<file path="src/design/epi_pkg.sv">
// package for the external pin interrupt pair
package epi_pkg;
	localparam int unsigned ADDR_W = 8;
	localparam int unsigned DATA_W = 8;
	localparam int unsigned PIN_SEL_W = 3;
	localparam logic [7:0] ADDR_TIMER_INTERRUPT_CONTROL_REG = 8'h88;
	localparam logic [7:0] ADDR_CFG_REG = 8'he4;
	localparam logic [7:0] ADDR_STAT_REG = 8'hf0;
	localparam logic [7:0] ADDR_MASK_REG = 8'hf1;
	localparam int unsigned BIT_EDGE_A = 0;
	localparam int unsigned BIT_PEND_A = 1;
	localparam int unsigned BIT_EDGE_B = 2;
	localparam int unsigned BIT_PEND_B = 3;
	localparam int unsigned CFG_SEL_A_LSB = 0;
	localparam int unsigned CFG_POL_A = 3;
	localparam int unsigned CFG_SEL_B_LSB = 4;
	localparam int unsigned CFG_POL_B = 7;
	localparam logic [7:0] TIMER_INTERRUPT_CONTROL_RESET = 8'h00;
	localparam logic [7:0] CFG_RESET = 8'h01;
	localparam logic [1:0] STAT_RESET = 2'h0;
	localparam logic [1:0] MASK_RESET = 2'h0;
	// pins idle high on their pull-ups
	localparam logic [7:0] SYNC_RESET = 8'hff;
	typedef struct packed {
		logic       edge_sel;
		logic       polarity;
		logic [2:0] pin_sel;
	} epi_src_cfg_s;
	typedef struct packed {
		logic [ADDR_W-1:0] addr;
		logic [DATA_W-1:0] wdata;
		logic              wr;
		logic              rd;
	} epi_bus_req_s;
endpackage

</file>
<file path="src/design/epi_top.sv">
// two external pin interrupt sources with register port
`timescale 1ns/1ns
`default_nettype none
module epi_top (
	input  wire logic                        clock_i,
	input  wire logic                        rst_n_i,
	input  wire logic [7:0]                  port_pins_i,
	input  wire logic [epi_pkg::ADDR_W-1:0]  addr_i,
	input  wire logic [epi_pkg::DATA_W-1:0]  wdata_i,
	input  wire logic                        wr_i,
	input  wire logic                        rd_i,
	input  wire logic [1:0]                  vector_ack_i,
	output logic      [epi_pkg::DATA_W-1:0]  rdata_o,
	output logic      [1:0]                  irq_pending_o,
	output logic                             irq_o
);
	epi_pkg::epi_bus_req_s req;
	epi_pkg::epi_src_cfg_s cfg [2];
	logic [7:0] sync1_r;
	logic [7:0] sync2_r;
	logic [1:0] sample_r;
	logic [1:0] active;
	logic [1:0] edge_seen;
	logic [1:0] edge_sel_r;
	logic [1:0] edge_pend_r;
	logic [1:0] pend;
	logic [7:0] cfg_r;
	logic [7:0] timer_interrupt_control_other_r;
	logic [1:0] stat_r;
	logic [1:0] mask_r;
	logic [1:0] pend_q_r;
	logic [7:0] rdata_nxt;

	assign req = '{addr: addr_i, wdata: wdata_i, wr: wr_i, rd: rd_i};

	always_ff @(posedge clock_i) begin
		if (!rst_n_i) begin
			// idle level, so no false edge or level after reset
			sync1_r <= epi_pkg::SYNC_RESET;
			sync2_r <= epi_pkg::SYNC_RESET;
		end else begin
			sync1_r <= port_pins_i;
			sync2_r <= sync1_r;
		end
	end

	assign cfg[0] = '{edge_sel: edge_sel_r[0],
		polarity: cfg_r[epi_pkg::CFG_POL_A],
		pin_sel: cfg_r[epi_pkg::CFG_SEL_A_LSB +: epi_pkg::PIN_SEL_W]};
	assign cfg[1] = '{edge_sel: edge_sel_r[1],
		polarity: cfg_r[epi_pkg::CFG_POL_B],
		pin_sel: cfg_r[epi_pkg::CFG_SEL_B_LSB +: epi_pkg::PIN_SEL_W]};

	genvar g;
	generate
		for (g = 0; g < 2; g++) begin : g_src
			assign active[g] = cfg[g].polarity ?
				sync2_r[cfg[g].pin_sel] : ~sync2_r[cfg[g].pin_sel];
			assign edge_seen[g] = active[g] & ~sample_r[g];
			assign pend[g] = cfg[g].edge_sel ? edge_pend_r[g] : active[g];
		end
	endgenerate

	always_ff @(posedge clock_i) begin
		if (!rst_n_i) begin
			sample_r <= 2'h0;
		end else begin
			sample_r <= active;
		end
	end

	// edge set wins over vector clear
	always_ff @(posedge clock_i) begin
		if (!rst_n_i) begin
			edge_pend_r <= 2'h0;
		end else begin
			edge_pend_r <= (edge_pend_r & ~vector_ack_i & edge_sel_r) |
				(edge_seen & edge_sel_r);
		end
	end

	always_ff @(posedge clock_i) begin
		if (!rst_n_i) begin
			cfg_r <= epi_pkg::CFG_RESET;
		end else if (req.wr && req.addr == epi_pkg::ADDR_CFG_REG) begin
			cfg_r <= req.wdata;
		end
	end

	// trigger select bits in control register
	always_ff @(posedge clock_i) begin
		if (!rst_n_i) begin
			edge_sel_r   <= 2'h0;
			timer_interrupt_control_other_r <= epi_pkg::TIMER_INTERRUPT_CONTROL_RESET;
		end else if (req.wr && req.addr == epi_pkg::ADDR_TIMER_INTERRUPT_CONTROL_REG) begin
			edge_sel_r[0] <= req.wdata[epi_pkg::BIT_EDGE_A];
			edge_sel_r[1] <= req.wdata[epi_pkg::BIT_EDGE_B];
			timer_interrupt_control_other_r  <= req.wdata;
		end
	end

	always_ff @(posedge clock_i) begin
		if (!rst_n_i) begin
			mask_r <= epi_pkg::MASK_RESET;
		end else if (req.wr && req.addr == epi_pkg::ADDR_MASK_REG) begin
			mask_r <= req.wdata[1:0];
		end
	end

	// sticky status on pending rise; set wins over clear
	always_ff @(posedge clock_i) begin
		if (!rst_n_i) begin
			pend_q_r <= 2'h0;
			stat_r   <= epi_pkg::STAT_RESET;
		end else begin
			pend_q_r <= pend;
			if (req.wr && req.addr == epi_pkg::ADDR_STAT_REG) begin
				stat_r <= (stat_r & ~req.wdata[1:0]) | (pend & ~pend_q_r);
			end else begin
				stat_r <= stat_r | (pend & ~pend_q_r);
			end
		end
	end

	// pending flags in control register bits
	always_comb begin
		rdata_nxt = 8'h00;
		if (req.addr == epi_pkg::ADDR_TIMER_INTERRUPT_CONTROL_REG) begin
			rdata_nxt = timer_interrupt_control_other_r & 8'hf0;
			rdata_nxt[epi_pkg::BIT_EDGE_A] = edge_sel_r[0];
			rdata_nxt[epi_pkg::BIT_PEND_A] = pend[0];
			rdata_nxt[epi_pkg::BIT_EDGE_B] = edge_sel_r[1];
			rdata_nxt[epi_pkg::BIT_PEND_B] = pend[1];
		end else if (req.addr == epi_pkg::ADDR_CFG_REG) begin
			rdata_nxt = cfg_r;
		end else if (req.addr == epi_pkg::ADDR_STAT_REG) begin
			rdata_nxt = {6'h00, stat_r};
		end else if (req.addr == epi_pkg::ADDR_MASK_REG) begin
			rdata_nxt = {6'h00, mask_r};
		end
	end

	always_ff @(posedge clock_i) begin
		if (!rst_n_i) begin
			rdata_o <= 8'h00;
		end else if (req.rd) begin
			rdata_o <= rdata_nxt;
		end else begin
			rdata_o <= 8'h00;
		end
	end

	always_ff @(posedge clock_i) begin
		if (!rst_n_i) begin
			irq_pending_o <= 2'h0;
			irq_o         <= 1'b0;
		end else begin
			irq_pending_o <= pend;
			irq_o         <= |(stat_r & mask_r);
		end
	end
endmodule
`default_nettype wire

</file>
<file path="config.mk">
export PLATFORM = sky130hd
export DESIGN_NAME = epi_top
export DESIGN_NICKNAME = d
export VERILOG_FILES = /design/src/design/epi_pkg.sv /design/src/design/epi_top.sv
export SDC_FILE = /design/constraint.sdc
export NUM_CORES = 1
export LEC_CHECK = 0
export BUFFER_PORTS_ARGS = -buffer_cell sky130_fd_sc_hd__buf_2
export CAP_MARGIN = 20
export CORE_AREA = 2 2 67 69
export DETAILED_ROUTE_END_ITERATION = 7
export DIE_AREA = 0 0 69 71
export PLACE_DENSITY = 0.72
export SLEW_MARGIN = 20
export SYNTH_ARGS = -nofsm -noshare
export SYNTH_HDL_FRONTEND = slang
export SYNTH_SLANG_ARGS = --single-unit
</file>
<file path="constraint.sdc">
create_clock -name clock_i -period 1.5 [get_ports clock_i]
set_input_delay 0 -clock clock_i [delete_from_list [all_inputs] [get_ports clock_i]]
set_output_delay 0 -clock clock_i [all_outputs]
set_load 0.01 [all_outputs]
</file>
==> out/summary.md, run 1 <==
For the TritonCTS sink count, the log shows 49. Clock skew on the completed layout was measured at 10.0 ps. Once detail routing completed, the nets flagged for antenna violations numbered 0. Peak supply drop: 0.867 mV.

The logs give 21 for the maximum number of pins on one net before global-route repair and 2520 um2 for the final standard cell area without fillers. The global-route congestion overflow total was 0. For the initial cell density of the core, the log shows 45.6%. At the worst endpoint, the arrival time is 1750 ps. The post-place instance area was 2210 um2. The share of async-settable or async-resettable flops after synthesis works out to 0%.

Counting flops with a built-in enable in the synthesized netlist gives 0. The die covers 4900 um2. The floorplan step set the die width to 69 um.

By startpoint and endpoint, the worst setup path is classified as flop to flop. The fraction of layout instances using a drive strength above 1 came out at 26.1%. The average footprint of a synthesized cell is 9.54 um2, and the final RePlAce weighted congestion is 0.864. The count of final hold-check violations is 0, and the worst setup slack after layout is -71.6 ps. At the pin with the least slew margin, the transition time is 458 ps.

TritonCTS built the clock tree. The share of total power dissipated in the clock network is 33.2%. Via count of the routed design: 1649. The antenna diode count came out at 0. The synthesized netlist occupies a cell area of 1920 um2.

The fmax is 0.636 GHz, and the worst endpoint required time is 1680 ps. Synthesis inferred 49 register bits. The core region area was 4200 um2. The area growth from synthesis to layout is 31.3%. The final number of max-transition violations is 0, and the headroom to the max-slew limit is 69.2%. For the number of non-filler instances in the completed layout, the log shows 320. Setup repair after global routing could not meet its margin everywhere. The first detailed-routing pass took 4 iterations.

The via count of the first global-routing pass came out at 1640. The worst setup path is launched from a flop. In this run the count of I/O pins placed on the die edge is 41.

In this run the static leakage power is 0.00102 uW. At the later pin of the worst-skew pair, clock insertion delay measures 300 ps. For the net count of the mapped netlist, the log shows 231.

The min-delay analysis places its worst path in the category input pin to flop. Of the total power, registers draw 58.7%. The buffer depth of the longest clock path came out at 2.

After clock tree synthesis, the clock-pin slew on the worst setup and hold paths is 90 ps. The global-route wire length before repair came out at 7.37 mm. The mean number of vias per cell is 5.15.

After detailed routing, the total wire length is 4.28 mm. The switching portion of total power was 22.8%; the net switching power figure was 518 uW. The leading register cell type out of synthesis was sky130_fd_sc_hd__dfxtp_1.

The logs give 0 for the number of maximum-capacitance constraint violations and 24 for the number of standard-cell rows in the floorplan. Global routing consumed, over all layers together, 18.8% of the routing resources. The category of the worst setup path capture point was a flop. In the final routed layout, each cell accounts on average for 13.4 um. The final reports fail on negative setup slack. The maximum level of the CTS H-tree was 2.

Setup violations remaining at the end of the flow were counted as 3. Internal power comes to 1760 uW. For the initial antenna violation count, the log shows 0. The Yosys step of the flow raised 0 warnings.

The net count of the finished layout is 297. The root buffer cell chosen for the clock tree is sky130_fd_sc_hd__clkbuf_8. In the synthesized netlist, the number of instances is 201. In this run the vertical extent of the chip is 71 um. The number of clock buffers inserted by TritonCTS is 5.

The ratio of total power to cell area is 904 nW/um2, and the sum of net half-perimeters after detailed placement is 2.99 mm. The run finished, with violations left. The netlist uses 38 different library cells. The tools report the number of placed instances with taps included as 293. Minimum clock period: 1570 ps.

The detailed router's first-iteration violation count is 129. Combinational cells account for 8.2% of the total power. Dividing the final minimum period by the clock period gives 105%. For this run, design rule violations remaining after detail routing come to 0. In this run the worst path has a maximum fanout of 5. In this run the tool buffered the top-level ports with 40 buffer cells. Sequential cells were found to cover 51.2% of the synthesized design area.
flip-flops by register name (all words and copies together) (netlist names), 5 cells and up:
signal / cells
cfg_r: 8
rdata_o: 8
sync1_r: 8
sync2_r: 8
timer_interrupt_control_other_r: 5
stage by stage:
stage               utilization [%]  setup TNS (ps)  setup slack [ps]  total power (uW)  hold slack [ps]
finish                         59.9            -159             -71.6              2270             31.1
global placement               52.6            -280             -98.5              1510              179
floorplan                         -           -82.4             -50.7              1440             73.0
global route                   59.9            -524              -167              2370             42.3
CTS                            59.6            -204             -87.0              2290             19.2
detailed placement             52.6            -698              -175              1510              183
cells by family after synthesis:
family	share of synthesized area (%)
AND/OR/NAND/NOR	25.2
AO/OA/AOI/OAI	10.4
buffers and inverters	3.66
XOR/XNOR	0.849
multiplexers	8.75
flip-flops	51.2
timing repair:
item | in CTS | in global routing
hold endpoints to repair | 27 | 0
resized for setup | 5 | 2
setup endpoints to repair | 8 | 8
hold buffers | 19 | 0
buffers inserted | 0 | 0
pin swaps | 1 | 7
critical path, cell delays in order, from the launching register on:
cell and delay (ps):
sky130_fd_sc_hd__dfxtp_4 370, sky130_fd_sc_hd__mux2i_1 120, sky130_fd_sc_hd__mux4_2 530, sky130_fd_sc_hd__xor2_4 190, sky130_fd_sc_hd__mux2i_4 170, sky130_fd_sc_hd__o31ai_1 80
final cells by class:
type                       instances  area (um2)
clock buffer                       6        72.6
clock inverter                     2        13.8
fill                             366        1690
inverter                           4        15.0
multi-input combinational        137         888
sequential                        49         988
tap                               52        65.1
timing repair buffer              70         473
path summary, 6_finish.rpt:
check / cells after the start / from / endpoint / slack (ps)
hold reg to reg: 1 / sync1_r[1] / sync2_r[1] / 410
hold / removal: 3 / addr_i[2] / rdata_o[3] / 30
setup reg to reg: 5 / cfg_r[5] / stat_r[1] / -70
setup / recovery: 5 / cfg_r[5] / stat_r[1] / -70
cell usage in the layout, fill, tap and decap left out, drive strengths merged, types with 6 or more instances in the layout:
master / Yosys / layout
a21oi: 14 / 14
a22oi: 8 / 8
buf: 4 / 51
clkbuf: 7 / 6
dfxtp: 49 / 49
dlygate4sd3: 0 / 19
mux2i: 11 / 11
nand2: 21 / 21
nand2b: 18 / 18
nand3: 20 / 20
nor2: 15 / 15
power groups by stage:
| stage | Clock, uW | Sequential [uW] | Combinational [uW] |
|---|---|---|---|
| 2_1_floorplan | 0 | 1370 | 72.7 |
| 3_3_place_gp | 0 | 1370 | 141 |
| 3_5_place_dp | 0 | 1370 | 143 |
| 4_1_cts | 777 | 1330 | 183 |
| 5_1_grt | 825 | 1340 | 204 |
| 6_report | 754 | 1330 | 185 |
per-layer routing:
| metal | GRT usage, % | vias to the layer above | share of wire (%) |
|---|---|---|---|
| li1 | - | 832 | - |
| met1 | 23.5 | 738 | 44 |
| met2 | 32.2 | 69 | 48 |
| met3 | 4.56 | 10 | 6.3 |
| met4 | 6.32 | 0 | 1.4 |
| met5 | 0 | - | 0 |
cell usage after synthesis (all sizes together) (2+ instances only):
| cell | count | area (um2) |
|---|---|---|
| dfxtp | 49 | 981 |
| nand2 | 21 | 78.8 |
| nand3 | 20 | 100 |
| nand2b | 18 | 113 |
| nor2 | 15 | 56.3 |
| a21oi | 14 | 70.1 |
| mux2i | 11 | 123 |
| a22oi | 8 | 60.1 |
| clkbuf | 7 | 26.3 |
| buf | 4 | 28.8 |
| inv | 4 | 15.0 |
| nand4 | 3 | 18.8 |
| and2 | 2 | 13.8 |
| mux2 | 2 | 22.5 |
| nand3b | 2 | 15.0 |
| nor2b | 2 | 12.5 |
| nor3 | 2 | 21.3 |
| o31ai | 2 | 15.0 |
Power figures use the tool's default switching activity.
==> run 2, diff against run 1 <==
Settings changed: CORE_AREA 2 2 67 69 to 2 2 73 75, DIE_AREA 0 0 69 71 to 0 0 75 77, PLACE_DENSITY 0.72 to default.
Clock period 1.5 ns to 1.9 ns, I/O delays scaled along.
==> out/summary.md, run 2 (same netlist as run 1, synthesis figures left out) <==
The count of hold-fix buffers inserted at cts is 18 (-1). The combined global-route utilization of all metal layers came out at 16.0% (-2.9 points). Die span in x: 75 um (+8.7%).

The run finished with clean final reports. The tools report the total number of nets in the final design as 288 (-3.0%). The ratio of total power to cell area is 785 nW/um2 (-13%). The arrival time at the worst endpoint was 1900 ps (+150 ps). The most common cell after layout, fill and taps aside was sky130_fd_sc_hd__dfxtp_1. The peak supply drop is 0.543 mV (-37%), and the I/O pin total is 41 (unchanged).

For the core region area, the log shows 4980 um2 (+18%). TritonCTS built the clock tree. The residual DRC count came out at 0 (unchanged).

The number of optimization iterations in the first detailed-route pass was 4 (unchanged); the detailed router's first-iteration violation count was 156 (+21%). The logs give 2110 ps (+430 ps) for the worst endpoint required time and 38.5% (-7.1 points) for the initial cell density of the core. The critical path is of the flop to flop type.

The number of clock buffers inserted by TritonCTS came out at 5 (unchanged). The count of final hold-check violations was 0 (unchanged); the initial antenna violation count was 0 (unchanged). The logs give 3.47 ps (-6.54 ps) for the largest clock skew in the final design and 49 (unchanged) for the TritonCTS sink count. The number of buffers added for setup after CTS is 0 (unchanged).

For the residual antenna-violating net count after detailed routing, the log shows 0 (unchanged). The tools report the sum of negative setup slack as 0 ps (+159 ps). The worst setup path is captured at a flop. The minimum clock period was 1690 ps (+114 ps). The run gives 26 (+8.3%) as the number of standard-cell rows in the floorplan.

Setup repair after global routing left no endpoint under its margin. The mean number of vias per cell was 4.77 (-7.5%). The startpoint type of the worst setup path is a flop. For the final number of setup-violating endpoints, the log shows 0 (-3).

The leakage power of the design was 0.000981 uW (-3.8%); the number of instances resized during post-cts repair was 0 (-5). The run gives 5780 um2 (+18%) as the total die area. The tools report the root cell of the clock tree as sky130_fd_sc_hd__clkbuf_8. The run gives 0 (unchanged) as the final number of max-transition violations. Clock edge transition at the registers on the reported setup and hold paths: 90 ps (about the same).

Sum of net half-perimeters after detailed placement: 2.97 mm (-0.83%). The top cell types in the final layout, fill and taps aside, are sky130_fd_sc_hd__dfxtp_1 (49), sky130_fd_sc_hd__buf_2 (40), sky130_fd_sc_hd__nand2_1 (21), sky130_fd_sc_hd__nand3_1 (20). The global-route wire length before repair was 6.99 mm (-5.2%). The measured slew at the worst slew-check pin came out at 723 ps (+265 ps). The share of the clock period used by the worst path was 88.7% (-16 points); the area added between synthesis and finish was 28.7%.

Overall routed net length: 4.19 mm (-2.0%). For the via count of the routed design, the log shows 1568 (-4.9%). The buffer depth of the longest clock path is 2 (unchanged), and the worst-path maximum fanout is 6 (+1). For the total power after layout, the log shows 1940 uW (-15%). The run gives 0.849 (-1.7%) as the final RePlAce weighted congestion. For the via count of the first global-routing pass, the log shows 1517 (-7.5%). The tightest hold margin was 11.9 ps (-19.3 ps); the fraction of layout instances using a drive strength above 1 was 22.8% (-3.3 points).

The post-place instance area is 2170 um2 (-1.7%). The global-route congestion overflow total was 0 (unchanged). For the maximum number of pins on one net before global-route repair, the log shows 23 (+9.5%). The logs give 300 ps (about the same) for the worst-skew pair later-pin latency and 51.8% (-17 points) for the headroom to the max-slew limit.

The antenna diode count is 0 (unchanged), and the number of buffers inserted by port buffering is 40 (unchanged). The final standard cell area without fillers was 2470 um2 (-1.9%). The chip height was 77 um (+8.5%); the number of maximum-capacitance constraint violations was 0 (unchanged). The tools report the maximum level of the CTS H-tree as 2 (unchanged). In this run the worst hold path is classified as input pin to flop. The routed length per placed instance was 12.7 um (-4.7%); the fmax was 0.593 GHz (-6.8%).
==> run 2: metal layers <==
metal	GRT usage (%)	wire, um
met1	21.0	2060
met2	24.6	1920
met4	4.11	29
met3	5.78	178
met5	0	0
==> run 2: area by class of cell <==
| cell class | count | area (um2) |
|---|---|---|
| clock buffer | 5 | 68.8 |
| clock inverter | 3 | 46.3 |
| fill | 483 | 2510 |
| inverter | 4 | 15.0 |
| multi-input combinational | 137 | 866 |
| sequential | 49 | 981 |
| tap | 70 | 87.6 |
| timing repair buffer | 61 | 403 |
==> run 2: worst max-delay path, stage by stage, from the launching register on <==
cell                      delay (ps)
sky130_fd_sc_hd__dfxtp_1         480
sky130_fd_sc_hd__mux2i_1         120
sky130_fd_sc_hd__mux4_2          500
sky130_fd_sc_hd__xor2_2          220
sky130_fd_sc_hd__mux2i_4         100
sky130_fd_sc_hd__o31ai_1         180
==> run 2: worst paths after layout <==
path | start | end | slack, ps | cells after the start
max | cfg_r[5] | stat_r[1] | 210 | 5
min | rd_i | rdata_o[1] | 10 | 3
min reg2reg | sync1_r[3] | sync2_r[3] | 410 | 1
max reg2reg | cfg_r[5] | stat_r[1] | 210 | 5
==> run 2: power by group <==
part / leakage (uW) / internal (uW) / switching [uW]
Sequential: 0.000399 / 1050 / 9.10
Combinational: 0.000527 / 73.4 / 64.8
Clock: 0.0000543 / 394 / 348
==> run 2: stage by stage <==
stage / instances / setup slack (ps) / util [%]
5_1_grt: 329 / 83.8 / 49.6
4_1_cts: 329 / 198 / 49.6
2_1_floorplan: 201 / 349 / -
3_3_place_gp: 303 / 274 / 43.6
6_report: 329 / 214 / 49.6
3_5_place_dp: 303 / 206 / 43.6
